`src/common/mdcf_pkg.sv`:
```
package mdcf_pkg;

  // ----------------------------------------------------------------
  // Register map
  // ----------------------------------------------------------------
  localparam logic [7:0] MDCF_OFS_TX_CTRL  = 8'h00;
  localparam logic [7:0] MDCF_OFS_RX_CTRL  = 8'h04;
  localparam logic [7:0] MDCF_OFS_TX_START = 8'h08;
  localparam logic [7:0] MDCF_OFS_RX_START = 8'h0c;
  localparam logic [7:0] MDCF_OFS_TX_BASE  = 8'h10;
  localparam logic [7:0] MDCF_OFS_RX_BASE  = 8'h14;
  localparam logic [7:0] MDCF_OFS_HASH_LO  = 8'h20;
  localparam logic [7:0] MDCF_OFS_HASH_HI  = 8'h24;
  localparam logic [7:0] MDCF_OFS_STATUS   = 8'h30;

  // ----------------------------------------------------------------
  // Field positions and reset values
  // ----------------------------------------------------------------
  localparam int MDCF_TXC_ENABLE_BIT = 0;
  localparam int MDCF_RXC_ENABLE_BIT = 0;
  localparam int MDCF_RXC_HASH_BIT   = 1;
  localparam int MDCF_RXC_ALL_BIT    = 2;
  localparam int MDCF_RXC_ALL_MC_BIT = 5;
  localparam int MDCF_STAT_TX_LSB    = 0;
  localparam int MDCF_STAT_RX_LSB    = 2;
  localparam logic [31:0] MDCF_REG_RESET = 32'h0000_0000;

  // ----------------------------------------------------------------
  // Hash filter
  // ----------------------------------------------------------------
  localparam logic [31:0] MDCF_CRC_POLY = 32'h04c1_1db7;
  localparam logic [31:0] MDCF_CRC_INIT = 32'hffff_ffff;
  localparam int MDCF_HASH_IDX_W   = 6;
  localparam int MDCF_HASH_WORD_BIT = 5;
  localparam int MDCF_DA_W         = 48;

  // ----------------------------------------------------------------
  // Process states
  // ----------------------------------------------------------------
  typedef enum logic [1:0]
  {
    MDCF_STOPPED,
    MDCF_RUNNING,
    MDCF_SUSPENDED
  } mdcf_proc_t;

endpackage

```
`src/hdl/mdcf_dma_proc.sv`:
```
`timescale 1ns/10ps
`default_nettype none
module mdcf_dma_proc
  import mdcf_pkg::*;
(
  input  wire logic  mclk_i,
  input  wire logic  rst_i,
  input  wire logic  enable_i,
  input  wire logic  start_i,
  input  wire logic  desc_avail_i,
  input  wire logic  busy_i,
  output mdcf_proc_t state_o,
  output logic       fetch_o
);

  typedef struct packed
  {
    mdcf_proc_t state;
    logic       fetch;
  } mdcf_proc_regs_t;

  mdcf_proc_regs_t s_q;
  mdcf_proc_regs_t s_d;

  // ----------------------------------------------------------------
  // Process sequencing
  // ----------------------------------------------------------------
  always_comb
  begin
    s_d       = s_q;
    s_d.fetch = 1'b0;
    case (s_q.state)
      MDCF_STOPPED:
        if (enable_i)
        begin
          s_d.fetch = 1'b1;
          s_d.state = MDCF_RUNNING;
        end
      MDCF_RUNNING:
        // Stop only between frames, never mid-frame
        if (!enable_i && !busy_i)
          s_d.state = MDCF_STOPPED;
        else if (start_i)
          s_d.fetch = 1'b1;
        else if (!desc_avail_i && !busy_i)
          s_d.state = MDCF_SUSPENDED;
      MDCF_SUSPENDED:
        if (!enable_i)
          s_d.state = MDCF_STOPPED;
        else if (start_i)
        begin
          s_d.fetch = 1'b1;
          s_d.state = desc_avail_i ? MDCF_RUNNING : MDCF_SUSPENDED;
        end
      default:
        s_d.state = MDCF_STOPPED;
    endcase
  end

  always_ff @(posedge mclk_i or posedge rst_i)
  begin
    if (rst_i)
      s_q <= '{state: MDCF_STOPPED, fetch: 1'b0};
    else
      s_q <= s_d;
  end

  assign state_o = s_q.state;
  assign fetch_o = s_q.fetch;

endmodule
`default_nettype wire

```
`src/hdl/mdcf_hash_filter.sv`:
```
`timescale 1ns/10ps
`default_nettype none
module mdcf_hash_filter
  import mdcf_pkg::*;
(
  input  wire logic        mclk_i,
  input  wire logic        rst_i,
  input  wire logic        da_valid_i,
  input  wire logic [47:0] da_i,
  input  wire logic [31:0] table_lo_i,
  input  wire logic [31:0] table_hi_i,
  input  wire logic        hash_en_i,
  input  wire logic        all_i,
  input  wire logic        all_mc_i,
  output logic             done_o,
  output logic             accept_o,
  output logic [5:0]       index_o
);

  typedef struct packed
  {
    logic       done;
    logic       accept;
    logic [5:0] index;
  } mdcf_hash_regs_t;

  mdcf_hash_regs_t s_q;
  mdcf_hash_regs_t s_d;

  // ----------------------------------------------------------------
  // CRC over the address, first octet first, each octet LSB first
  // ----------------------------------------------------------------
  function automatic logic [31:0] da_crc(input logic [47:0] da);
    logic [31:0] crc;
    logic        fb;
    crc = MDCF_CRC_INIT;
    for (int i = 0; i < MDCF_DA_W; i++)
    begin
      fb  = crc[31] ^ da[i];
      crc = {crc[30:0], 1'b0} ^ (fb ? MDCF_CRC_POLY : 32'h0000_0000);
    end
    return crc;
  endfunction

  logic [31:0] crc;
  logic [5:0]  idx;
  logic [31:0] word;
  logic        group;

  always_comb
  begin
    crc   = da_crc(da_i);
    idx   = crc[31 -: MDCF_HASH_IDX_W];
    word  = idx[MDCF_HASH_WORD_BIT] ? table_hi_i : table_lo_i;
    group = da_i[0];
    s_d        = s_q;
    s_d.done   = da_valid_i;
    if (da_valid_i)
    begin
      s_d.index  = idx;
      // Broadcast is a group address, so all-multicast covers it
      s_d.accept = group && (all_i || all_mc_i
                   || (hash_en_i && word[idx[4:0]]));
    end
  end

  always_ff @(posedge mclk_i or posedge rst_i)
  begin
    if (rst_i)
      s_q <= '0;
    else
      s_q <= s_d;
  end

  assign done_o   = s_q.done;
  assign accept_o = s_q.accept;
  assign index_o  = s_q.index;

endmodule
`default_nettype wire

```
`src/hdl/mdcf_top.sv`:
```
// Local design decision: the Wishbone register port.
`timescale 1ns/10ps
`default_nettype none
module mdcf_top
  import mdcf_pkg::*;
#(
  parameter int DATA_W = 32,
  parameter int ADR_W  = 8
)
(
  input  wire logic              mclk_i,
  input  wire logic              rst_i,
  // Wishbone slave
  input  wire logic              wb_cyc_i,
  input  wire logic              wb_stb_i,
  input  wire logic              wb_we_i,
  input  wire logic [ADR_W-1:0]  wb_adr_i,
  input  wire logic [3:0]        wb_sel_i,
  input  wire logic [DATA_W-1:0] wb_dat_i,
  output logic      [DATA_W-1:0] wb_dat_o,
  output logic                   wb_ack_o,
  // Transmit DMA datapath
  input  wire logic              tx_desc_avail_i,
  input  wire logic              tx_busy_i,
  output logic                   tx_start_pulse_o,
  output logic                   tx_fetch_o,
  output mdcf_proc_t             tx_state_o,
  output logic      [31:0]       tx_list_start_address_o,
  // Receive DMA datapath
  input  wire logic              rx_desc_avail_i,
  input  wire logic              rx_busy_i,
  output logic                   rx_start_pulse_o,
  output logic                   rx_fetch_o,
  output mdcf_proc_t             rx_state_o,
  output logic      [31:0]       rx_list_start_address_o,
  // Destination address filter
  input  wire logic              da_valid_i,
  input  wire logic [47:0]       da_i,
  output logic                   filter_done_o,
  output logic                   filter_accept_o,
  output logic      [5:0]        filter_index_o
);

  // ----------------------------------------------------------------
  // Elaboration checks
  // ----------------------------------------------------------------
  if (DATA_W != 32)
  begin : g_bad_data
    $error("mdcf_top: data width must be 32");
  end
  if (ADR_W < 8)
  begin : g_bad_adr
    $error("mdcf_top: address needs at least 8 bits");
  end

  // ----------------------------------------------------------------
  // State
  // ----------------------------------------------------------------
  typedef struct packed
  {
    logic        ack;
    logic [31:0] rdata;
    logic        tx_ctrl_en;
    logic [5:0]  rx_ctrl;
    logic [31:0] tx_base;
    logic [31:0] rx_base;
    logic [31:0] hash_lo;
    logic [31:0] hash_hi;
    logic        tx_pulse;
    logic        rx_pulse;
  } mdcf_regs_t;

  mdcf_regs_t s_q;
  mdcf_regs_t s_d;

  // ----------------------------------------------------------------
  // Helpers
  // ----------------------------------------------------------------
  function automatic logic [31:0] merge_sel(
    input logic [31:0] old_v,
    input logic [31:0] new_v,
    input logic [3:0]  sel
  );
    logic [31:0] r;
    r = old_v;
    for (int b = 0; b < 4; b++)
    begin
      if (sel[b])
        r[8*b +: 8] = new_v[8*b +: 8];
    end
    return r;
  endfunction

  function automatic logic adr_is(
    input logic [ADR_W-1:0] adr,
    input logic [7:0]       ofs
  );
    // Shift, not a part-select, so an 8-bit address needs no empty range
    return (adr[7:2] == ofs[7:2]) && ((adr >> 8) == '0);
  endfunction

  // ----------------------------------------------------------------
  // Process sequencers and filter
  // ----------------------------------------------------------------
  mdcf_proc_t tx_state;
  mdcf_proc_t rx_state;
  logic       tx_fetch;
  logic       rx_fetch;

  mdcf_dma_proc u_tx_proc
  (
    .mclk_i       (mclk_i),
    .rst_i        (rst_i),
    .enable_i     (s_q.tx_ctrl_en),
    .start_i      (s_q.tx_pulse),
    .desc_avail_i (tx_desc_avail_i),
    .busy_i       (tx_busy_i),
    .state_o      (tx_state),
    .fetch_o      (tx_fetch)
  );

  mdcf_dma_proc u_rx_proc
  (
    .mclk_i       (mclk_i),
    .rst_i        (rst_i),
    .enable_i     (s_q.rx_ctrl[MDCF_RXC_ENABLE_BIT]),
    .start_i      (s_q.rx_pulse),
    .desc_avail_i (rx_desc_avail_i),
    .busy_i       (rx_busy_i),
    .state_o      (rx_state),
    .fetch_o      (rx_fetch)
  );

  mdcf_hash_filter u_filter
  (
    .mclk_i     (mclk_i),
    .rst_i      (rst_i),
    .da_valid_i (da_valid_i),
    .da_i       (da_i),
    .table_lo_i (s_q.hash_lo),
    .table_hi_i (s_q.hash_hi),
    .hash_en_i  (s_q.rx_ctrl[MDCF_RXC_HASH_BIT]),
    .all_i      (s_q.rx_ctrl[MDCF_RXC_ALL_BIT]),
    .all_mc_i   (s_q.rx_ctrl[MDCF_RXC_ALL_MC_BIT]),
    .done_o     (filter_done_o),
    .accept_o   (filter_accept_o),
    .index_o    (filter_index_o)
  );

  // ----------------------------------------------------------------
  // Register access
  // ----------------------------------------------------------------
  logic req;
  logic wr;
  logic rd;
  logic [31:0] status;

  always_comb
  begin
    // One request per bus cycle; ack gates the repeat
    req    = wb_cyc_i && wb_stb_i && !s_q.ack;
    wr     = req && wb_we_i;
    rd     = req && !wb_we_i;
    status = MDCF_REG_RESET;
    status[MDCF_STAT_TX_LSB +: 2] = tx_state;
    status[MDCF_STAT_RX_LSB +: 2] = rx_state;

    s_d          = s_q;
    s_d.ack      = req;
    s_d.tx_pulse = 1'b0;
    s_d.rx_pulse = 1'b0;
    if (rd)
      s_d.rdata = MDCF_REG_RESET;

    if (adr_is(wb_adr_i, MDCF_OFS_TX_CTRL))
    begin
      if (wr && wb_sel_i[0])
        s_d.tx_ctrl_en = wb_dat_i[MDCF_TXC_ENABLE_BIT];
      if (rd)
        s_d.rdata[MDCF_TXC_ENABLE_BIT] = s_q.tx_ctrl_en;
    end
    else if (adr_is(wb_adr_i, MDCF_OFS_RX_CTRL))
    begin
      if (wr && wb_sel_i[0])
        s_d.rx_ctrl = wb_dat_i[5:0];
      if (rd)
        s_d.rdata[5:0] = s_q.rx_ctrl;
    end
    else if (adr_is(wb_adr_i, MDCF_OFS_TX_START))
    begin
      // Data is ignored; only the write itself matters
      if (wr)
        s_d.tx_pulse = 1'b1;
      // Reads stay zero, nothing is stored
    end
    else if (adr_is(wb_adr_i, MDCF_OFS_RX_START))
    begin
      if (wr)
        s_d.rx_pulse = 1'b1;
    end
    else if (adr_is(wb_adr_i, MDCF_OFS_TX_BASE))
    begin
      // Writes outside the stopped state are dropped
      if (wr && tx_state == MDCF_STOPPED)
        s_d.tx_base = merge_sel(s_q.tx_base, wb_dat_i, wb_sel_i);
      if (rd)
        s_d.rdata = s_q.tx_base;
    end
    else if (adr_is(wb_adr_i, MDCF_OFS_RX_BASE))
    begin
      if (wr && rx_state == MDCF_STOPPED)
        s_d.rx_base = merge_sel(s_q.rx_base, wb_dat_i, wb_sel_i);
      if (rd)
        s_d.rdata = s_q.rx_base;
    end
    else if (adr_is(wb_adr_i, MDCF_OFS_HASH_LO))
    begin
      if (wr)
        s_d.hash_lo = merge_sel(s_q.hash_lo, wb_dat_i, wb_sel_i);
      if (rd)
        s_d.rdata = s_q.hash_lo;
    end
    else if (adr_is(wb_adr_i, MDCF_OFS_HASH_HI))
    begin
      if (wr)
        s_d.hash_hi = merge_sel(s_q.hash_hi, wb_dat_i, wb_sel_i);
      if (rd)
        s_d.rdata = s_q.hash_hi;
    end
    else if (adr_is(wb_adr_i, MDCF_OFS_STATUS))
    begin
      if (rd)
        s_d.rdata = status;
    end
    // Unmapped: acked, writes dropped, reads zero
  end

  // ----------------------------------------------------------------
  // Registers
  // ----------------------------------------------------------------
  always_ff @(posedge mclk_i or posedge rst_i)
  begin
    if (rst_i)
    begin
      s_q <= '0;
    end
    else
    begin
      s_q <= s_d;
    end
  end

  // ----------------------------------------------------------------
  // Outputs
  // ----------------------------------------------------------------
  assign wb_ack_o                = s_q.ack;
  assign wb_dat_o                = s_q.rdata;
  assign tx_start_pulse_o        = s_q.tx_pulse;
  assign rx_start_pulse_o        = s_q.rx_pulse;
  assign tx_list_start_address_o = s_q.tx_base;
  assign rx_list_start_address_o = s_q.rx_base;
  assign tx_fetch_o              = tx_fetch;
  assign rx_fetch_o              = rx_fetch;
  assign tx_state_o              = tx_state;
  assign rx_state_o              = rx_state;

endmodule
`default_nettype wire

```
`config.mk`:
```
export PLATFORM = sky130hd
export DESIGN_NAME = mdcf_top
export DESIGN_NICKNAME = d
export VERILOG_FILES = /design/src/common/mdcf_pkg.sv /design/src/hdl/mdcf_dma_proc.sv /design/src/hdl/mdcf_hash_filter.sv /design/src/hdl/mdcf_top.sv
export SDC_FILE = /design/constraint.sdc
export NUM_CORES = 1
export LEC_CHECK = 0
export BUFFER_PORTS_ARGS = -buffer_cell sky130_fd_sc_hd__buf_2
export CAP_MARGIN = 15
export CORE_ASPECT_RATIO = 1.4
export CORE_MARGIN = 3
export CORE_UTILIZATION = 45
export CTS_CLUSTER_DIAMETER = 30
export CTS_CLUSTER_SIZE = 8
export DETAILED_ROUTE_END_ITERATION = 7
export GPL_TIMING_DRIVEN = 0
export PLACE_DENSITY = 0.66
export SLEW_MARGIN = 20
export SYNTH_ARGS = -nofsm -noshare
export SYNTH_HDL_FRONTEND = slang
export SYNTH_HIERARCHICAL = 1
export SYNTH_SLANG_ARGS = --single-unit
```
`constraint.sdc`:
```
create_clock -name mclk_i -period 13.3 [get_ports mclk_i]
set_input_delay 1.995 -clock mclk_i [delete_from_list [all_inputs] [get_ports mclk_i]]
set_output_delay 1.995 -clock mclk_i [all_outputs]
set_load 0.02 [all_outputs]
```
After elaboration in Yosys (flattened, before gate mapping)
Index checks and enable logic that the tools add are counted.
{"block": "classes", "magnitude_cmp": 1, "n_eq_ne": 20, "mux": 100, "bitwise": 102, "n_reduce_logical": 46}
{"operator": "32-bit XOR", "n": 47}
{"operator": "27-bit 2-to-1 mux", "n": 48}
{"operator": "32-bit 2-to-1 mux", "n": 14}
{"operator": "1-bit XOR", "n": 47}
{"operator": "10-bit AND reduction", "n": 4}
{"operator": "9-bit AND reduction", "n": 4}
{"operator": "8-bit AND reduction", "n": 4}
{"operator": "31-bit 2-to-1 mux", "n": 1}
{"operator": "31-bit inverter", "n": 1}
{"operator": "7-bit AND reduction", "n": 4}
{"operator": "26-bit 2-to-1 mux", "n": 1}
{"operator": "2-bit 2-to-1 mux", "n": 12}
{"operator": "6-bit by 4-bit == test with 1-bit output (second input constant)", "n": 3}
{"operator": "1-bit logical AND", "n": 13}
{"operator": "1-bit 2-to-1 mux", "n": 13}
{"operator": "6-bit by 2-bit == test with 1-bit output (second input constant)", "n": 2}
{"operator": "6-bit by 3-bit == test with 1-bit output (second input constant)", "n": 2}
{"operator": "3-bit 2-to-1 mux", "n": 4}
{"operator": "6-bit 2-to-1 mux", "n": 2}
{"operator": "2-bit case mux with 3 select lines", "n": 2}
{"operator": "1-bit zero test", "n": 8}
{"operator": "4-bit AND reduction", "n": 2}
{"operator": "1-bit inverter", "n": 7}
{"operator": "6-bit by 1-bit == test with 1-bit output (second input constant)", "n": 1}
{"operator": "14 further kinds", "n": 23}
{"block": "totals", "register_bits": 184, "in_bits": 102, "output_inout_bits": 113, "elab_cells": 298}

Depth between registers and ports, before layout
{"block": "logic_depth", "word_depth": 149, "depth_mapped": 14, "mapped_depth_nobuf": 12}

Modules after synthesis
Netlist, hierarchy kept.
{"mod": "mdcf_top", "instances": 1, "cells_per_inst": 701, "area_per_inst_um2": 8350.5, "seq_area_each_um2": 4254.1}
{"mod": "mdcf_hash_filter", "instances": 1, "cells_per_inst": 271, "area_per_inst_um2": 3568.4, "seq_area_each_um2": 200.2}
{"mod": "mdcf_dma_proc", "instances": 2, "cells_per_inst": 19, "area_per_inst_um2": 173.9, "seq_area_each_um2": 75.1}

Worst setup path after synthesis
OpenSTA, ideal clock, no wires.
{"block": "synth_path", "kind": "input -> register", "start": "input port da_i[1]", "end": "register u_filter.s_q (netlist bit u_filter/accept_o)", "setup_time_ns": 0.090, "arrival_time_ns": 5.973, "required_time_ns": 13.210, "setup_slack_ns": 7.237, "cell_stages": 13, "path_buffers": 1, "path_cell_list": "buf_4 -> xnor2_2 -> xnor3_2 -> xor3_1 -> xor3_1 -> xor2_1 -> xnor2_1 -> xnor3_2 -> mux4_1 -> mux2i_1 -> mux4_2 -> or3_1 -> o2111ai_1"}
{"block": "synth_via", "elab_chain_len": 68, "word_cells_on_any_way": 123, "classes_between": "mux: 38; bitwise: 82; reduce/logical: 3"}
{"item": "from (decl)", "line": "mdcf_top.sv:38", "rtl": "input wire logic [47:0] da_i,"}
{"item": "1-bit XOR *", "line": "mdcf_hash_filter.sv:39", "rtl": "fb = crc[31] ^ da[i];"}
{"item": "27-bit 2-to-1 mux *", "line": "mdcf_hash_filter.sv:40", "rtl": "crc = {crc[30:0], 1'b0} ^ (fb ? MDCF_CRC_POLY : 32'h0000_0000);"}
{"item": "32-bit XOR * (6 in series)", "line": "mdcf_hash_filter.sv:40"}
{"item": "1-bit XOR / 32-bit XOR (equally long branches)", "line": "mdcf_hash_filter.sv:39, mdcf_hash_filter.sv:40"}
{"item": "27-bit 2-to-1 mux / 32-bit XOR (equally long branches)", "line": "mdcf_hash_filter.sv:40"}
{"item": "32-bit XOR * (6 in series)", "line": "mdcf_hash_filter.sv:40"}
{"item": "1-bit XOR / 32-bit XOR (equally long branches)", "line": "mdcf_hash_filter.sv:39, mdcf_hash_filter.sv:40"}
{"item": "27-bit 2-to-1 mux / 32-bit XOR (equally long branches)", "line": "mdcf_hash_filter.sv:40"}
{"item": "(+38 left out)"}
{"item": "1-bit XOR / 32-bit XOR (equally long branches)", "line": "mdcf_hash_filter.sv:39, mdcf_hash_filter.sv:40"}
{"item": "27-bit 2-to-1 mux / 32-bit XOR (equally long branches)", "line": "mdcf_hash_filter.sv:40"}
{"item": "32-bit XOR * (5 in series)", "line": "mdcf_hash_filter.sv:40"}
{"item": "1-bit binary-select mux with 5-bit select *", "line": "mdcf_hash_filter.sv:63", "rtl": "|| (hash_en_i && word[idx[4:0]]));"}
{"item": "1-bit 2-to-1 mux (implied by the code) *", "line": "mdcf_hash_filter.sv:63"}
{"item": "1-bit logical AND *", "line": "mdcf_hash_filter.sv:63"}
{"item": "1-bit logical OR *", "line": "mdcf_hash_filter.sv:63"}
{"item": "1-bit logical AND *", "line": "mdcf_hash_filter.sv:62", "rtl": "s_d.accept = group && (all_i || all_mc_i"}
{"item": "to (signal assigned)", "line": "mdcf_hash_filter.sv:70", "rtl": "s_q <= '0;"}
{"item": "to (signal assigned)", "line": "mdcf_hash_filter.sv:72", "rtl": "s_q <= s_d;"}
{"item": "to (decl)", "line": "mdcf_hash_filter.sv:27", "rtl": "mdcf_hash_regs_t s_q;"}
Mark *: on every way between the ends. The rest lies on a longest branch, timed or not. The select of a mux whose other input is x is not followed.
A chain may end at the register's enable or synchronous reset.

Worst setup path after layout
Ends and elaborated chain as after synthesis.

==> results.md <==
* Cts bufs inserted at 17
* Top cell type's share of synthesized area at 0.375
* Postcts setup bufs at 0
* Setup TNS at 0 ns
* Setup CP Type: in2reg
* CTS tree: yes
* Initial DRC Count at 614
* CP Capture Type: flip-flop
* Critical path's slowest cell: xnor2_1
* Synth-to-Final Area Change at 16.7%
* Final wirelength at 35.0 mm
* Syn Nets at 1,112
* Final setup fails at 0
* Post-DP HPWL at 26.9 mm
* Place WS at 6.36 ns
* Nets at 1,330
* Drt pass-1 iters at 6
* CP cell instances: buf_4, xnor2_2, xnor3_2, xor2_1, xnor3_1, xnor3_1, xnor3_1, xnor2_1, buf_6, mux2i_1, mux4_2, or3_1, o2111ai_1
* Arr. time, crit path at 6.80 ns
* Outcome: completed
* Die area at 0.0293 sq mm
* Startpoint Class: input port
* Adder-Cell Fraction of Synth Area at 0.00265
* Row Count at 70
* Ys async rst share at 1.00
* Top cell by count, worst path: xnor3_1
* Required time worst endpoint at 13.64 ns
* Total number of vias at 8,746
* Core area at 0.0265 sq mm
* Syn Inst Count at 1,010
* First-pass GRT wire length at 54.4 mm
* Clock root cell: clkbuf_16
* Post-synthesis cell type count at 71
* Clock Tree Buf Depth at 2
* Hold buffers post-CTS at 0
* Starting Density at 0.464
* Antenna Nets Post-Route at 0
* Main combinational cell family by area after synthesis: XOR/XNOR gates
* Flops & latches, synth at 184
* MaxCap Viol Count at 0
* Per-cell routed wire length at 21.9 um
* Ranking of synthesized cells by area: dfrtp_1 (38%), mux2_2 (13%), xnor2_1 (6.9%), xnor3_1 (6.6%), buf_4 (6.1%)
* EDFF count, synth at 0
* Register area share after synthesis at 0.375
* Average size of a mapped cell at 12.1 sq um
* Die height at 201 um
* Worst path max stage delay at 0.70 ns
* Inserted Diodes at 0
* Compound-Gate Fraction of Synth Area at 0.0812
* Overflow after GRT at 0
* Vias in the first global route at 9,213
* Post-synthesis cell area at 0.0123 sq mm
* Max-slew headroom at 0.304
* Routability cong. at 0.912
* Fin util at 0.541
* Largest fanout on the critical path at 10
* Fraction of layout cells with a size suffix above 1 at 0.429
* Final hold violations at 0
* Resize count post-CTS at 0
* Max H-tree Level at 4
* Vias per cell at 5.46
* Io pins at 215
* Worst hold-check path type: reg2reg
* Initial antenna violation count at 2
* CTS sink cnt at 184
* Fmax at 155 MHz
* Least-Margin Pin Slew at 1.04 ns
* Post-Synth Simple-Gate Area at 0.0713
* YS warnings at 6
* Final Skew at 0.00990 ns
* Mux contribution to synthesized area at 0.177
* Setup ws final at 6.83 ns
* DRC violation count after routing at 0
* Die X at 146 um
* Maximum number of pins on one net before global-route repair at 101
* Fillers at 2,401
* Slew Limit Fails at 0
* Skew-Pair Late Insertion Delay at 0.43 ns
* Gr usage total at 0.239
* Post-synth top area cell: dfrtp_1
* Primary FF master, synth: dfrtp_1
* Fin crit share at 0.486
* Reg clk slew, reported paths at 0.07 ns
* Final min period at 6.47 ns
* RSZ-0062 raised after global routing: no
* Port buffer count at 198
* XOR/XNOR share of the synthesized area at 0.211
layout by cell type, fill, tap and decap left out, types with 11 or more instances in the layout:
cell and count:
buf_2 211, dfrtp_1 184, mux2_2 141, buf_4 99
xnor2_1 97, nand2_1 64, xnor3_1 36, a22o_1 30
xor2_1 30, nand3_1 28, o21ai_0 24, clkbuf_1 23
mux2i_1 20, clkbuf_16 17, a222oi_1 16, a21oi_1 14
inv_1 14, nor2_1 13, nand2_2 13, xor3_1 12
a221oi_1 11
layout make-up:
cell class / instances / area [sq um] / area share
Multi-Input combinational cell: 670 / 6670 / 0.466
Timing Repair Buffer: 199 / 1020 / 0.0711
Sequential cell: 184 / 4600 / 0.322
Inverter: 17 / 71.3 / 0.00498
Buffer: 139 / 930 / 0.0649
Tap cell: 360 / 450 / 0.0315
Clock buffer: 20 / 457 / 0.0319
Clock inverter: 12 / 118 / 0.00821
stage by stage:
| stage | area (sq um) | cells | hold WS (ns) |
|---|---|---|---|
| 6_report | 14300 | 1601 | 0.491 |
| 5_1_grt | 14300 | 1601 | 0.514 |
| 4_1_cts | 14300 | 1601 | 0.494 |
| 3_5_place_dp | 13700 | 1569 | 0.476 |
| 3_3_place_gp | 13700 | 1568 | 0.469 |
| 2_1_floorplan | 12300 | 1010 | 0.451 |
synthesized netlist by cell type (all sizes together) (9+ instances only):
master,instances
dfrtp,184
mux2,146
buf,116
xnor2,107
nand2,77
xnor3,42
xor2,32
a22o,30
nand3,28
o21ai,25
clkbuf,23
mux2i,20
inv,17
a222oi,16
a21oi,14
mux4,13
nor2,13
xor3,12
a221oi,11
nor3,9
cell families after synthesis:
family                     count (synthesis)
xor gates and xnor gates                 193
AOI/OAI and AO/OA                        131
DFF                                      184
buffers and inverters                    156
muxes                                    179
and+or+nand+nor                          164
adders and majority gates                  3
routing by layer:
metal	vias to the layer above	wire, um	global-route usage
met3	50	1620	0.0360
li1	3989	-	-
met1	4410	14000	0.292
met2	293	18500	0.434
met5	-	27	0
met4	4	864	0.0743
final timing paths:
kind / from / endpoint / slack, ns / depth (start not counted)
worst min register to register: flip-flop / flip-flop / 0.49 / 2
worst max-delay path: da_i[1] / u_filter/accept_o$_DFFE_PP0P_ / 6.83 / 13
min in group asynchronous: rst_i / u_tx_proc/fetch_o$_DFF_PP0_ / 1.49 / 2
worst min-delay path: flip-flop / flip-flop / 0.49 / 2
worst max register to register: wb_ack_o$_DFF_PP0_ / flip-flop / 10.66 / 7
max in group asynchronous: rst_i / rx_list_start_address_o[27]$_DFFE_PP0P_ / 10.76 / 3
worst max-delay path, delay by kind of cell:
| family | cells | cell delay [ns] |
|---|---|---|
| xor gates and xnor gates | 7 | 3.36 |
| muxes | 2 | 0.58 |
| buffers and inverters | 2 | 0.43 |
| and+or+nand+nor | 1 | 0.32 |
| AOI/OAI and AO/OA | 1 | 0.11 |
Power is left out: the tool's default activity adds up to more than one toggle a clock period on the data nets, which glitch-free logic cannot reach.
